### config.mk
export PLATFORM = sky130hd
export DESIGN_NAME = adcu_top
export DESIGN_NICKNAME = d
export VERILOG_FILES = /design/src/adcu_pkg.sv /design/src/adcu_sar.sv /design/src/adcu_top.sv
export VERILOG_INCLUDE_DIRS = /design/src
export SDC_FILE = /design/constraint.sdc
export NUM_CORES = 1
export LEC_CHECK = 0
export BUFFER_PORTS_ARGS = -buffer_cell sky130_fd_sc_hd__buf_2
export CORE_MARGIN = 2
export CORE_UTILIZATION = 45
export DETAILED_ROUTE_END_ITERATION = 10
export GPL_ROUTABILITY_DRIVEN = 0
export GPL_TIMING_DRIVEN = 0
export PLACE_DENSITY_LB_ADDON = 0.08
export SLEW_MARGIN = 0
export SYNTH_ARGS = -nofsm -noshare
export SYNTH_HDL_FRONTEND = slang
export SYNTH_SLANG_ARGS = --single-unit
### constraint.sdc
create_clock -name i_mclk -period 1.85 [get_ports i_mclk]
set_clock_uncertainty 0.2 [all_clocks]
set_input_delay 0.0925 -clock i_mclk [delete_from_list [all_inputs] [get_ports i_mclk]]
set_output_delay 0.0925 -clock i_mclk [all_outputs]
set_load 0.02 [all_outputs]
### src/adcu_defines.svh
// register map, field positions, reset values and timing constants of the converter control
`ifndef ADCU_DEFINES_SVH
`define ADCU_DEFINES_SVH

`define ADCU_IDX_REFSEL 6'h1B
`define ADCU_IDX_CTRL 6'h1D
`define ADCU_IDX_RESULT 6'h1E
`define ADCU_WORD_LSB 2
`define ADCU_WORD_MSB 7
`define ADCU_ADDR_W 8
`define ADCU_REFSEL_BIT 6
`define ADCU_REFSEL_RST 1'h1
`define ADCU_CTRL_RST 8'h80
`define ADCU_RESULT_RST 8'h00
`define ADCU_NUM_CH 6
`define ADCU_RES_W 8
`define ADCU_CH_LOW_REF 3'h6
`define ADCU_CH_HIGH_REF 3'h7
`define ADCU_SAR_MSB 8'h80
`define ADCU_RESP_OKAY 2'h0
`define ADCU_RESP_SLVERR 2'h2
`define ADCU_SYS_CLK_KHZ 100000
`define ADCU_CONV_FAST_KHZ 6000
`define ADCU_DIV_BASE (`ADCU_SYS_CLK_KHZ / `ADCU_CONV_FAST_KHZ)

`endif

### src/adcu_pkg.sv
// types shared by the converter control files
package adcu_pkg;

  typedef struct packed {
    logic done_n;
    logic enable;
    logic start;
    logic [1:0] clk_sel;
    logic [2:0] chan;
  } adcu_ctrl_t;

  typedef struct packed {
    logic power;
    logic ref_internal;
    logic [2:0] chan;
    logic [7:0] dac_code;
  } adcu_analog_t;

  typedef enum logic {
    SAR_IDLE,
    SAR_TRIAL
  } adcu_sar_state_t;

endpackage

### src/adcu_sar.sv
// successive approximation sequencer: one bit trial per conversion clock tick
`timescale 1ns/1ps
`include "adcu_defines.svh"

module adcu_sar (
  input wire logic i_mclk,
  input wire logic i_sys_rst,
  input wire logic i_clr,
  input wire logic i_start,
  input wire logic i_tick,
  input wire logic i_cmp_above,
  output logic [7:0] o_dac_code,
  output logic o_busy,
  output logic o_done,
  output logic [7:0] o_result
);
  adcu_pkg::adcu_sar_state_t state_reg;
  logic [7:0] code_reg;
  logic [2:0] idx_reg;
  logic done_reg;
  logic [7:0] result_reg;
  logic [7:0] trial_kept;
  logic last_trial;

  // drop the trial bit when the input sits below the trial level
  assign trial_kept = i_cmp_above ? code_reg : (code_reg & ~(8'h01 << idx_reg));
  assign last_trial = (state_reg == adcu_pkg::SAR_TRIAL) && i_tick && (idx_reg == 3'h0);

  always_ff @(posedge i_mclk) begin
    if (i_sys_rst || i_clr) begin
      state_reg <= adcu_pkg::SAR_IDLE;
    end else begin
      case (state_reg)
        adcu_pkg::SAR_IDLE: begin
          if (i_start) begin
            state_reg <= adcu_pkg::SAR_TRIAL;
          end
        end
        adcu_pkg::SAR_TRIAL: begin
          if (last_trial) begin
            state_reg <= adcu_pkg::SAR_IDLE;
          end
        end
        default: begin
          state_reg <= adcu_pkg::SAR_IDLE;
        end
      endcase
    end
  end

  always_ff @(posedge i_mclk) begin
    if (i_sys_rst || i_clr) begin
      code_reg <= `ADCU_RESULT_RST;
      idx_reg <= 3'h7;
    end else if (state_reg == adcu_pkg::SAR_IDLE && i_start) begin
      code_reg <= `ADCU_SAR_MSB;
      idx_reg <= 3'h7;
    end else if (state_reg == adcu_pkg::SAR_TRIAL && i_tick) begin
      if (idx_reg == 3'h0) begin
        code_reg <= trial_kept;
      end else begin
        code_reg <= trial_kept | (8'h01 << (idx_reg - 3'h1));
        idx_reg <= idx_reg - 3'h1;
      end
    end
  end

  always_ff @(posedge i_mclk) begin
    if (i_sys_rst || i_clr) begin
      done_reg <= 1'h0;
      result_reg <= `ADCU_RESULT_RST;
    end else begin
      done_reg <= last_trial;
      if (last_trial) begin
        result_reg <= trial_kept;
      end
    end
  end

  assign o_dac_code = code_reg;
  assign o_busy = (state_reg == adcu_pkg::SAR_TRIAL);
  assign o_done = done_reg;
  assign o_result = result_reg;
endmodule // adcu_sar

### src/adcu_top.sv
// converter control: AXI4-Lite registers, conversion clock divider, start sequencing, pin sharing
//
// Functional notes
// RULE_01 - six inputs, eight-bit result
// RULE_02 - bits 2:0 pick input or reference
// RULE_03 - inputs share port B pins 0 to 5
// RULE_04 - bits 4:3 pick conversion clock rate
// RULE_05 - start pulse high then low begins conversion
// RULE_06 - start rising resets converter, clears result
// RULE_07 - bit 6 powers converter on or off
// RULE_08 - bit 7 reads low when done
// RULE_09 - result readable in result register
// RULE_10 - range runs low reference to high
// RULE_11 - unused analog pins stay general purpose
// RULE_12 - build option removes converter entirely; here the converter stays instantiated, held off with enable stuck clear
// RULE_13 - reference select bit chooses supply rails
// RULE_14 - software enables, pulses start, polls done
`timescale 1ns/1ps
`include "adcu_defines.svh"

module adcu_top #(
  parameter bit ADC_PRESENT = 1'b1
) (
  input wire logic i_mclk,
  input wire logic i_sys_rst,
  input wire logic i_awvalid,
  output logic o_awready,
  input wire logic [7:0] i_awaddr,
  input wire logic [2:0] i_awprot,
  input wire logic i_wvalid,
  output logic o_wready,
  input wire logic [31:0] i_wdata,
  input wire logic [3:0] i_wstrb,
  output logic o_bvalid,
  input wire logic i_bready,
  output logic [1:0] o_bresp,
  input wire logic i_arvalid,
  output logic o_arready,
  input wire logic [7:0] i_araddr,
  input wire logic [2:0] i_arprot,
  output logic o_rvalid,
  input wire logic i_rready,
  output logic [31:0] o_rdata,
  output logic [1:0] o_rresp,
  input wire logic i_cmp_above,
  output adcu_pkg::adcu_analog_t o_analog,
  output logic [7:0] o_portb_analog_en
);
  adcu_pkg::adcu_ctrl_t ctrl_reg;
  adcu_pkg::adcu_ctrl_t wr_ctrl_val;
  logic refsel_reg;
  logic [7:0] result_reg;
  logic aw_have_reg;
  logic [5:0] aw_word_reg;
  logic w_have_reg;
  logic [31:0] w_data_reg;
  logic [3:0] w_strb_reg;
  logic bvalid_reg;
  logic [1:0] bresp_reg;
  logic rvalid_reg;
  logic [31:0] rdata_reg;
  logic [1:0] rresp_reg;
  logic cmp_meta_reg;
  logic cmp_sync_reg;
  logic [7:0] div_cnt_reg;
  logic [7:0] div_limit;
  logic [7:0] portb_reg;
  logic [7:0] portb_next;
  logic [5:0] ar_word;
  logic [31:0] rd_word;
  logic rd_hit;
  logic wr_fire;
  logic wr_hit;
  logic wr_ctrl;
  logic wr_refsel;
  logic conv_on;
  logic conv_tick;
  logic start_rise;
  logic start_fall;
  logic sar_clr;
  logic sar_start;
  logic sar_busy;
  logic sar_done;
  logic [7:0] sar_code;
  logic [7:0] sar_result;

  // ---------------- bus slave ----------------
  // one write and one read outstanding; address and data may arrive in either order
  assign o_awready = !aw_have_reg && !bvalid_reg;
  assign o_wready = !w_have_reg && !bvalid_reg;
  assign o_arready = !rvalid_reg;
  assign wr_fire = aw_have_reg && w_have_reg && !bvalid_reg;
  assign wr_hit = (aw_word_reg == `ADCU_IDX_CTRL) || (aw_word_reg == `ADCU_IDX_RESULT) ||
                  (aw_word_reg == `ADCU_IDX_REFSEL);
  assign wr_ctrl = wr_fire && (aw_word_reg == `ADCU_IDX_CTRL) && w_strb_reg[0];
  assign wr_refsel = wr_fire && (aw_word_reg == `ADCU_IDX_REFSEL) && w_strb_reg[0];
  assign wr_ctrl_val = adcu_pkg::adcu_ctrl_t'(w_data_reg[7:0]);
  assign ar_word = i_araddr[`ADCU_WORD_MSB:`ADCU_WORD_LSB];

  always_ff @(posedge i_mclk) begin
    if (i_sys_rst) begin
      aw_have_reg <= 1'h0;
      aw_word_reg <= 6'h00;
    end else if (i_awvalid && o_awready) begin
      aw_have_reg <= 1'h1;
      aw_word_reg <= i_awaddr[`ADCU_WORD_MSB:`ADCU_WORD_LSB];
    end else if (wr_fire) begin
      aw_have_reg <= 1'h0;
    end
  end

  always_ff @(posedge i_mclk) begin
    if (i_sys_rst) begin
      w_have_reg <= 1'h0;
      w_data_reg <= 32'h00000000;
      w_strb_reg <= 4'h0;
    end else if (i_wvalid && o_wready) begin
      w_have_reg <= 1'h1;
      w_data_reg <= i_wdata;
      w_strb_reg <= i_wstrb;
    end else if (wr_fire) begin
      w_have_reg <= 1'h0;
    end
  end

  always_ff @(posedge i_mclk) begin
    if (i_sys_rst) begin
      bvalid_reg <= 1'h0;
      bresp_reg <= `ADCU_RESP_OKAY;
    end else if (wr_fire) begin
      bvalid_reg <= 1'h1;
      bresp_reg <= wr_hit ? `ADCU_RESP_OKAY : `ADCU_RESP_SLVERR;
    end else if (i_bready) begin
      bvalid_reg <= 1'h0;
    end
  end

  always_comb begin
    rd_word = 32'h00000000;
    rd_hit = 1'h1;
    case (ar_word)
      `ADCU_IDX_CTRL: begin
        rd_word[7:0] = ctrl_reg;
      end
      `ADCU_IDX_RESULT: begin
        rd_word[7:0] = result_reg; // RULE_09
      end
      `ADCU_IDX_REFSEL: begin
        rd_word[`ADCU_REFSEL_BIT] = refsel_reg;
      end
      default: begin
        rd_hit = 1'h0;
      end
    endcase
  end

  always_ff @(posedge i_mclk) begin
    if (i_sys_rst) begin
      rvalid_reg <= 1'h0;
      rdata_reg <= 32'h00000000;
      rresp_reg <= `ADCU_RESP_OKAY;
    end else if (i_arvalid && o_arready) begin
      rvalid_reg <= 1'h1;
      rdata_reg <= rd_word;
      rresp_reg <= rd_hit ? `ADCU_RESP_OKAY : `ADCU_RESP_SLVERR;
    end else if (i_rready) begin
      rvalid_reg <= 1'h0;
    end
  end

  assign o_bvalid = bvalid_reg;
  assign o_bresp = bresp_reg;
  assign o_rvalid = rvalid_reg;
  assign o_rdata = rdata_reg;
  assign o_rresp = rresp_reg;

  // ---------------- control register ----------------
  // the build option ties the converter off: enable can never be set
  assign conv_on = ADC_PRESENT && ctrl_reg.enable; // RULE_12 RULE_07
  assign start_rise = wr_ctrl && wr_ctrl_val.start && !ctrl_reg.start; // RULE_06
  assign start_fall = wr_ctrl && !wr_ctrl_val.start && ctrl_reg.start; // RULE_05

  always_ff @(posedge i_mclk) begin
    if (i_sys_rst) begin
      ctrl_reg <= adcu_pkg::adcu_ctrl_t'(`ADCU_CTRL_RST);
    end else begin
      if (wr_ctrl) begin
        ctrl_reg.chan <= wr_ctrl_val.chan; // RULE_02
        ctrl_reg.clk_sel <= wr_ctrl_val.clk_sel; // RULE_04
        ctrl_reg.start <= wr_ctrl_val.start;
        ctrl_reg.enable <= wr_ctrl_val.enable && ADC_PRESENT; // RULE_07 RULE_12
      end
      // a start edge aborts any running conversion, so its done event is void
      if (start_rise) begin
        ctrl_reg.done_n <= 1'h1; // RULE_06
      end else if (sar_done) begin
        ctrl_reg.done_n <= 1'h0; // RULE_08
      end
    end
  end

  always_ff @(posedge i_mclk) begin
    if (i_sys_rst) begin
      refsel_reg <= `ADCU_REFSEL_RST;
    end else if (wr_refsel) begin
      refsel_reg <= w_data_reg[`ADCU_REFSEL_BIT]; // RULE_13
    end
  end

  always_ff @(posedge i_mclk) begin
    if (i_sys_rst || start_rise) begin
      result_reg <= `ADCU_RESULT_RST; // RULE_06
    end else if (sar_done) begin
      result_reg <= sar_result; // RULE_09
    end
  end

  // ---------------- conversion clock ----------------
  // 100 MHz does not divide to 6 MHz; the fastest setting runs a little above it
  assign div_limit = 8'((`ADCU_DIV_BASE << ctrl_reg.clk_sel) - 1); // RULE_04
  assign conv_tick = conv_on && (div_cnt_reg == div_limit);

  // restart at launch so the first trial gets a full period for the comparator to settle
  always_ff @(posedge i_mclk) begin
    if (i_sys_rst || !conv_on || start_rise || sar_start || conv_tick) begin
      div_cnt_reg <= 8'h00;
    end else begin
      div_cnt_reg <= div_cnt_reg + 8'h01;
    end
  end

  // comparator is an analog pin: synchronise before the sequencer reads it
  always_ff @(posedge i_mclk) begin
    if (i_sys_rst) begin
      cmp_meta_reg <= 1'h0;
      cmp_sync_reg <= 1'h0;
    end else begin
      cmp_meta_reg <= i_cmp_above;
      cmp_sync_reg <= cmp_meta_reg;
    end
  end

  assign sar_clr = start_rise || !conv_on; // RULE_06 RULE_07
  assign sar_start = start_fall && conv_on; // RULE_05

  adcu_sar u_sar (
    .i_mclk(i_mclk),
    .i_sys_rst(i_sys_rst),
    .i_clr(sar_clr),
    .i_start(sar_start),
    .i_tick(conv_tick),
    .i_cmp_above(cmp_sync_reg),
    .o_dac_code(sar_code),
    .o_busy(sar_busy),
    .o_done(sar_done),
    .o_result(sar_result)
  );

  // ---------------- analog side and pin sharing ----------------
  assign o_analog.power = conv_on; // RULE_07
  assign o_analog.ref_internal = refsel_reg; // RULE_10 RULE_13
  assign o_analog.chan = ctrl_reg.chan; // RULE_02
  assign o_analog.dac_code = sar_code; // RULE_10

  // pins not claimed by the converter stay with the general purpose port
  genvar gi;
  generate
    for (gi = 0; gi < `ADCU_NUM_CH; gi = gi + 1) begin : g_chan
      assign portb_next[gi] = conv_on && (ctrl_reg.chan == 3'(gi)); // RULE_03 RULE_11
    end
  endgenerate
  assign portb_next[6] = conv_on && (!refsel_reg || ctrl_reg.chan == `ADCU_CH_LOW_REF); // RULE_11
  assign portb_next[7] = conv_on && (!refsel_reg || ctrl_reg.chan == `ADCU_CH_HIGH_REF); // RULE_11

  always_ff @(posedge i_mclk) begin
    if (i_sys_rst) begin
      portb_reg <= 8'h00;
    end else begin
      portb_reg <= portb_next;
    end
  end

  assign o_portb_analog_en = portb_reg;

  // ---------------- checks ----------------
  logic [7:0] tick_gap_reg;
  logic tick_gap_ok_reg;

  always_ff @(posedge i_mclk) begin
    if (i_sys_rst || !conv_on || wr_ctrl) begin
      tick_gap_reg <= 8'h00;
      tick_gap_ok_reg <= 1'h0;
    end else if (conv_tick) begin
      tick_gap_reg <= 8'h00;
      tick_gap_ok_reg <= 1'h1;
    end else begin
      tick_gap_reg <= tick_gap_reg + 8'h01;
    end
  end
endmodule // adcu_top

---- Word level (Yosys, flattened, before mapping) ----
Index checks and enable logic that the tools add are counted.
cells by class
  add/subtract/negate cells ............... 3
  multipliers ............................. 0
  divide/modulo/power cells ............... 0
  $lt $le $gt $ge ......................... 0
  eq/ne operators ......................... 14
  shifts and indexed selects .............. 3
  multiplexer cells ....................... 20
  bitwise operators ....................... 5
  reductions and logical operators ........ 58
operators with widths
  kind                                              number
  == test 6 x 5 -> 1 bit, second input constant     6
  2-to-1 mux 8 bit                                  4
  logical AND 1 bit                                 28
  left shift 1 x 3 -> 8 bit, first input constant   2
  == test 3 bit, second input constant              4
  case mux 6 bit (2 select lines)                   1
  logical OR 1 bit                                  11
  2-to-1 mux 1 bit                                  10
  nonzero test 2 bit                                5
  adder 8 x 1 -> 8 bit, second input constant       1
  bitwise AND 8 bit                                 1
  == test 8 bit                                     1
  logical NOT 1 bit                                 8
  inverter 8 bit                                    1
  OR 8 bit                                          1
  left shift 5 x 2 -> 8 bit, first input constant   1
  subtractor 8 x 2 -> 8 bit, second input constant  1
  == test 3 x 2 -> 1 bit, second input constant     2
  logical NOT 3 bit                                 2
  2-to-1 mux 2 bit                                  2
  case mux 1 bit (2 select lines)                   2
  OR reduction 2 bit                                2
  == test 3 x 1 -> 1 bit, second input constant     1
  case mux 1 bit (3 select lines)                   1
  4 further kinds                                   5
word-level totals
  flip-flop bits (word level) ............. 86
  bits in latches ......................... 0
  memory bits (writable) .................. 0
  memory bits (read-only) ................. 0
  logic and storage cells ................. 130
  memories kept ........................... 0

---- Depth between registers and ports, before layout ----
Gate-level depths: netlist of run 1.
  depth in word-level cells ............... 9
  gate-level depth with buffers ........... 8
  depth with buffers taken out ............ 7

---- Hierarchy ----
Synthesis of run 1 repeated with hierarchy kept, for this count alone.
second synthesis, totals
  cell total of the unflattened synthesis .. 404
  area total of the unflattened synthesis .. 3742.3 um^2
modules (own cells, without submodules)
  module    times used  cells each  area each (um^2)  seq. area each (um^2)
  adcu_top  1           304         2776.4            1261.2
  adcu_sar  1           100         965.9             420.4

---- Worst setup path before layout of run 1 ----
OpenSTA, ideal clock, no wires.
  path kind ............................... register to register
  start ................................... reg bvalid_reg (netlist: o_bvalid)
  end ..................................... reg div_cnt_reg[2]
  data arrival time ....................... 1.591 ns
  path slack .............................. -0.065 ns
  stages on the path, launching flop included .. 6
  period minus slack after synthesis ...... 1.915 ns
  cells stage by stage .................... dfxtp_1 > nand3b_4 > nor4_1 > or3b_2 > nand4_1 > nor2_1
between the ends
  word-level cells in the longest chain between the ends .. 9
  elaborated cells between the ends (all ways) .. 12
ends and longest elaborated chain
  item                                                      line                              RTL
  from (decl)                                               adcu_top.sv:58                    logic bvalid_reg;
  from (signal assigned)                                    adcu_top.sv:128                   bvalid_reg <= 1'h0;
  from (signal assigned)                                    adcu_top.sv:131                   bvalid_reg <= 1'h1;
  from (signal assigned)                                    adcu_top.sv:134                   bvalid_reg <= 1'h0;
  logical NOT 1 bit (*)                                     adcu_top.sv:92                    assign wr_fire = aw_have_reg && w_have_reg && !bvalid_reg;
  logical AND 1 bit (*)                                     adcu_top.sv:92
  logical AND 1 bit (*) (2 in a row)                        adcu_top.sv:95                    assign wr_ctrl = wr_fire && (aw_word_reg == `ADCU_IDX_CTRL) && w_strb_reg[0];
  logical AND 1 bit, on equally long branches (2 in a row)  adcu_top.sv:180, adcu_top.sv:181
  logical OR 1 bit or logical AND 1 bit (tied branches)     adcu_top.sv:225, adcu_top.sv:244
  logical OR 1 bit (*) (2 in a row)                         adcu_top.sv:225                   if (i_sys_rst || !conv_on || start_rise || sar_start || conv_tick) begin
  to (signal assigned)                                      adcu_top.sv:228                   div_cnt_reg <= div_cnt_reg + 8'h01;
  to (decl)                                                 adcu_top.sv:65                    logic [7:0] div_cnt_reg;
Every way passes the cells marked *; elsewhere a longest branch is shown, timed or not.
A chain may end at the register's enable or synchronous reset.

---- Final worst setup path of run 1 ----
  start ................................... reg bvalid_reg (netlist: o_bvalid)
  end ..................................... reg div_cnt_reg[6]
The elaborated chain is that of the path after synthesis.

==> results of run 1 <==
[power by group through the flow]
stage          Combinational (W)  Clock (W)  Sequential, W
4_1_cts                 0.000361    0.00126        0.00188
5_1_grt                 0.000405    0.00133        0.00188
3_5_place_dp            0.000321          0        0.00192
3_3_place_gp            0.000317          0        0.00192
2_1_floorplan           0.000216          0        0.00194
6_report                0.000366    0.00124        0.00188
[synthesized netlist by cell type, drive strengths merged, types with 6 or more instances]
cell / count / share of area
buf: 37 / 0.070
nand2b: 7 / 0.012
nand4: 7 / 0.012
a21oi: 29 / 0.039
o21ai: 6 / 0.0090
inv: 13 / 0.013
nand2: 50 / 0.050
nor2: 54 / 0.054
nand3: 14 / 0.019
a221oi: 9 / 0.021
nor2b: 11 / 0.019
a211oi: 8 / 0.017
dfxtp: 84 / 0.45
mux2i: 21 / 0.056
ha: 6 / 0.020
nor3: 18 / 0.024
clkbuf: 11 / 0.011
[per-stage QoR]
| stage | TNS (ps) | setup slack (ps) | instance area (um2) |
|---|---|---|---|
| final | -616 | -67.7 | 5130 |
| after global routing | -2310 | -161 | 5130 |
| after CTS | -1810 | -120 | 4900 |
| after detailed placement | -14630 | -463 | 4280 |
| after global placement | -12680 | -436 | 4280 |
| after floorplan | -13.7 | -13.7 | 3840 |
[area by class of cell]
class | count | area [um2] | area share
Multi-Input combinational cell | 311 | 2010 | 0.391
Sequential cell | 84 | 1700 | 0.331
Timing Repair Buffer | 111 | 757 | 0.147
Buffer | 45 | 304 | 0.0592
Clock buffer | 13 | 169 | 0.0329
Tap cell | 105 | 131 | 0.0256
Inverter | 13 | 48.8 | 0.00950
Clock inverter | 3 | 20.0 | 0.00390
[kinds of logic after synthesis]
group	count (synthesis)	share of synthesized area
DFF	84	0.450
and+or+nand+nor	181	0.235
muxes	21	0.0562
buffers and inverters	61	0.0941
AOI/OAI and AO/OA	71	0.129
other	1	0.00100
adders and majority gates	6	0.0201
xor gates and xnor gates	6	0.0141
[final timing paths]
path	end	depth (start not counted)	slack, ps	start
max	div_cnt_reg[6]	6	-70	o_bvalid
min	w_have_reg	3	40	i_wvalid
max reg2reg	div_cnt_reg[6]	6	-70	o_bvalid
min reg2reg	w_data_reg[0]	2	260	w_data_reg[0]
[critical path, delay by kind of cell, from the launching register on]
kind	cells	cell delay (ps)
buffers and inverters	1	160
and+or+nand+nor	5	1100
DFF	1	350
[layer usage]
metal,global-route usage,up-vias
li1,-,1728
met1,0.260,1576
met2,0.322,100
met3,0.0348,14
met4,0.0809,0
met5,0,-
[what timing repair did]
action                                  in CTS  in global routing
gates resized for setup                     32                 39
cloned                                       1                  0
pin swaps                                   22                 16
endpoints found under the hold margin       25                  0
hold buffers                                20                  0
buffers inserted                            14                 13
endpoints found under the setup margin      45                 58
==> results.py, run 1 <==
metrics = {
    "detailed_routing": {
        "dr_wl_met3_um": 451,
        "route.vias.total": 3418,
        "ant_nets": 0,
        "wire_per_inst_um": 13.3,
        "viasPerCell": 4.99,
        "drc": 0,
        "wl_met1_mm": 4.20,
        "firstDrtPassIters": 4,
        "drt_iter0_drc": 150,
        "top_layer": "met4",
        "wl_mm": 9.08,
        "wl_met2_mm": 4.29,
    },
    "clock_network": {
        "cts-root-buf": "clkbuf_8",
        "cts-buffers-inserted": 9,
        "cts_tree": "built",
        "clkTransAtPathRegs_ps": 80,
        "clock_latency_ps": 350,
        "cts_sinks": 84,
        "htree_levels": 3,
        "cts_buffer_depth": 2,
    },
    "global_routing": {
        "antenna_found_initial": 0,
        "grt_overflow": 0,
        "grt_max_degree": 14,
        "grt_pass1_vias": 2923,
        "grt_pass1_wl_mm": 13.9,
        "grt.total_usage": 0.198,
    },
    "power": {
        "power_frac_comb": 0.105,
        "power_density_mw_per_mm2": 678,
        "power_frac_clock": 0.355,
        "vdd_drop_max_uv": 305,
        "internal_power_w": 0.00260,
        "swShare": 0.252,
        "p_seq_frac": 0.540,
        "leakagePower_nw": 2.11,
        "switchingPower_w": 0.000877,
        "total_power_w": 0.00348,
    },
    "yosys": {
        "ys_seq_area_frac": 0.450,
        "synth_area_mm2": 0.00374,
        "async_reset_ff_frac": 0,
        "syn_area_per_cell_um2": 8.67,
        "synth_cells": 431,
        "ys.flop_type": "dfxtp_1",
        "ys_warn_count": 0,
        "synth_cell_types": 50,
        "ys_seq_elements": 84,
        "synth_edf_count": 0,
    },
    "floorplanning": {
        "chipWidth_um": 95.1,
        "start_util": 0.459,
        "rows": 33,
        "core-area_mm2": 0.00813,
        "io_pins": 128,
        "dieHeight_um": 95.1,
        "die_area_mm2": 0.00905,
    },
    "setup_path": {
        "required_ps": 1900,
        "endpoint_kind": "register",
        "crit_chain": "nand3b_4, nor4_4, or3b_4, nand4_1, buf_12, nor2_2",
        "crit_type": "reg2reg",
        "critical_path_arrival_ps": 1960,
        "crit_fanout": 8,
        "crit_path_max_incr_delay_ps": 430,
        "worstSetupStartpointType": "register",
        "slowest_stage": "or3b_4",
    },
    "cells_and_area": {
        "layout_common_cells": "dfxtp_1 (75), buf_2 (63), buf_4 (55)",
        "stdcell_count": 685,
        "final_common_cell": "dfxtp_1",
        "n_fill_cell": 705,
        "drive_gt1_frac": 0.336,
        "area_growth_pct": 37.4,
        "n_antenna_cell": 0,
        "post-route-util": 0.631,
        "fin_nets": 647,
    },
    "sta": {
        "relSlewSlack": 0.588,
        "rsz0062_at_grt": "true",
        "hold_ws_ps": 35.4,
        "layout_min_cycle_time_ps": 1920,
        "timing.final.crit_share": 1.04,
        "final_max_slew_viol_count": 0,
        "hold_violations": 0,
        "finalSetupViolations": 15,
        "fmax_mhz": 521,
        "worstMarginPinSlew_ps": 618,
        "fin_ws_ps": -67.7,
    },
    "run_status": {
        "outcome": "complete, but fails checks",
        "violations": "setup timing",
    },
    "job": {
        "maxCapViolCount": 0,
    },
    "place": {
        "dpl.cell_count": 624,
        "dp_hpwl_mm": 6.08,
        "port_buffers": 63,
    },
    "min_path": {
        "hold_class": "in2reg",
    },
}
(Power assumes the default switching activity.)
==> inputs of run 2 (changes only) <==
--- a/config.mk
+++ b/config.mk
@@ -8,7 +8,7 @@
 export LEC_CHECK = 0
 export BUFFER_PORTS_ARGS = -buffer_cell sky130_fd_sc_hd__buf_2
 export CORE_MARGIN = 2
-export CORE_UTILIZATION = 45
+export CORE_UTILIZATION = 35
 export DETAILED_ROUTE_END_ITERATION = 10
 export GPL_ROUTABILITY_DRIVEN = 0
 export GPL_TIMING_DRIVEN = 0
==> run 2 against run 1 <==
Against the previous run:
- sequential share of layout area increased by 0.38 points
- cell area decreased by 0.93%
- register-to-register slack about the same
- via count decreased by 2.0%
- die area increased by 27%
- combinational power about the same
- global-route usage decreased by 3.6 points
- non-clock buffer count decreased by 8
- core utilization decreased by 14 points
- critical endpoint is now div_cnt_reg[4]
- the flow still finishes with violations (setup timing)
- critical path depth unchanged
- maximum frequency decreased by 0.64%
==> results.py, run 2 (synthesis results as in run 1) <==
metrics = {
    "run_status": {
        "outcome": "complete, but fails checks",
        "violations": "setup timing",
    },
    "sta": {
        "fmax_mhz": 518,
        "layout_min_cycle_time_ps": 1930,
        "fin_ws_ps": -80.1,
        "worstMarginPinSlew_ps": 573,
        "finalSetupViolations": 11,
        "hold_violations": 0,
        "timing.final.crit_share": 1.04,
        "relSlewSlack": 0.618,
        "rsz0062_at_grt": "true",
        "final_max_slew_viol_count": 0,
        "hold_ws_ps": 26.6,
    },
    "min_path": {
        "min_to": "w_have_reg",
        "hold_depth": 3,
        "hp-start": "i_wvalid",
        "hold_class": "in2reg",
    },
    "setup_path": {
        "r2r.worst_path.cells": 6,
        "endpoint_kind": "register",
        "worstSetupStartpointType": "register",
        "r2r-end": "div_cnt_reg[4]",
        "critical_path_arrival_ps": 1970,
        "ff2ff_setup_slack_ps": -80,
        "crit_type": "reg2reg",
        "crit_fanout": 8,
        "required_ps": 1890,
        "r2r-start": "o_bvalid",
    },
    "clock_network": {
        "cts_sinks": 84,
        "cts_tree": "built",
        "htree_levels": 3,
        "clkTransAtPathRegs_ps": 90,
        "clock_latency_ps": 350,
        "cts-root-buf": "clkbuf_8",
        "cts_buffer_depth": 2,
        "cts-buffers-inserted": 9,
    },
    "cells_and_area": {
        "area_growth_pct": 36.1,
        "post-route-util": 0.493,
        "final_cell_area_mm2": 0.00509,
        "drive_gt1_frac": 0.316,
        "n_antenna_cell": 0,
        "fin_nets": 639,
        "layout_common_cells": "dfxtp_1 (74), buf_2 (63), buf_4 (49)",
        "stdcell_count": 708,
        "final_common_cell": "dfxtp_1",
        "n_fill_cell": 1010,
    },
    "power": {
        "power_frac_clock": 0.398,
        "vdd_drop_max_uv": 335,
        "power_frac_comb": 0.097,
        "p_seq_frac": 0.504,
        "switchingPower_w": 0.000919,
        "leakagePower_nw": 2.09,
        "swShare": 0.247,
        "power_density_mw_per_mm2": 732,
        "internal_power_w": 0.00280,
    },
    "global_routing": {
        "antenna_found_initial": 0,
        "grt_overflow": 0,
        "grt_pass1_wl_mm": 14.7,
        "grt_pass1_vias": 3045,
        "grt.total_usage": 0.161,
        "grt_max_degree": 15,
    },
    "floorplanning": {
        "dieHeight_um": 107,
        "chipWidth_um": 107,
        "core-area_mm2": 0.0103,
        "io_pins": 128,
        "start_util": 0.362,
        "rows": 37,
        "die_area_mm2": 0.0115,
    },
    "detailed_routing": {
        "firstDrtPassIters": 4,
        "drc": 0,
        "route.vias.total": 3349,
        "viasPerCell": 4.73,
        "ant_nets": 0,
        "drt_iter0_drc": 116,
        "wire_per_inst_um": 13.0,
        "wl_mm": 9.18,
    },
    "place": {
        "dpl.cell_count": 655,
        "port_buffers": 63,
        "place_area_mm2": 0.00432,
        "dp_hpwl_mm": 6.43,
    },
    "job": {
        "maxCapViolCount": 0,
    },
}
==> run 2: cell types whose count changed in the layout (fill, tap and decap cells not counted), sizes merged <==
cell	previous run	this run
clkbuf	21	18
bufinv	0	2
buf	128	120
clkinv	1	4
clkinvlp	2	0
==> run 2: through the flow <==
stage / power, W / setup TNS, ps / worst slack (ps)
6_report: 0.00372 / -589 / -80.1
5_1_grt: 0.00388 / -2600 / -132
4_1_cts: 0.00377 / -1850 / -145
3_5_place_dp: 0.00224 / -14990 / -469
3_3_place_gp: 0.00224 / -14820 / -479
2_1_floorplan: 0.00215 / -13.7 / -13.7
==> run 2: layer usage <==
layer | track usage | vias to the layer above | wire length (um)
li1 | - | 1716 | -
met1 | 0.216 | 1529 | 4330
met2 | 0.260 | 90 | 4250
met3 | 0.0345 | 14 | 480
met4 | 0.0531 | 0 | 120
met5 | 0 | - | 0
==> run 2: final cells by class <==
cell class | instances | area, um2 | area share
multi-input combinational | 311 | 1950 | 0.383
sequential | 84 | 1700 | 0.334
timing repair buffer | 103 | 689 | 0.136
buffer | 45 | 304 | 0.0598
tap | 136 | 170 | 0.0334
clock buffer | 10 | 138 | 0.0271
clock inverter | 6 | 87.6 | 0.0172
inverter | 13 | 48.8 | 0.00959
==> run 2: critical path: stages, from the launching register on <==
cell	delay [ps]
dfxtp_4	350
nand3b_4	170
nor4_4	320
or3b_4	430
nand4_1	140
buf_12	150
nor2_1	40
==> run 2: worst max path at each step <==
stage	from	to
global route	o_bvalid	div_cnt_reg[4]
CTS	div_cnt_reg[0]	u_sar.idx_reg[2]
floorplan	conv_on	u_sar.idx_reg[2]
global placement	aw_have_reg	u_sar.o_dac_code[3]
detailed placement	aw_have_reg	u_sar.idx_reg[2]
finish	o_bvalid	div_cnt_reg[4]
==> run 2: what timing repair did <==
item                                    4_1_cts  5_1_grt
gates resized for setup                      25       32
gates cloned                                  1        0
endpoints found under the hold margin        25        0
setup buffers                                11        8
hold buffers                                 20        0
pin swaps                                    14        5
endpoints found under the setup margin       45       53
==> run 2: power groups by stage <==
stage | Clock, W | Combinational (W) | Sequential (W)
floorplan | 0 | 0.000216 | 0.00194
global placement | 0 | 0.000317 | 0.00192
detailed placement | 0 | 0.000320 | 0.00192
CTS | 0.00153 | 0.000361 | 0.00188
global route | 0.00160 | 0.000398 | 0.00188
finish | 0.00148 | 0.000363 | 0.00188
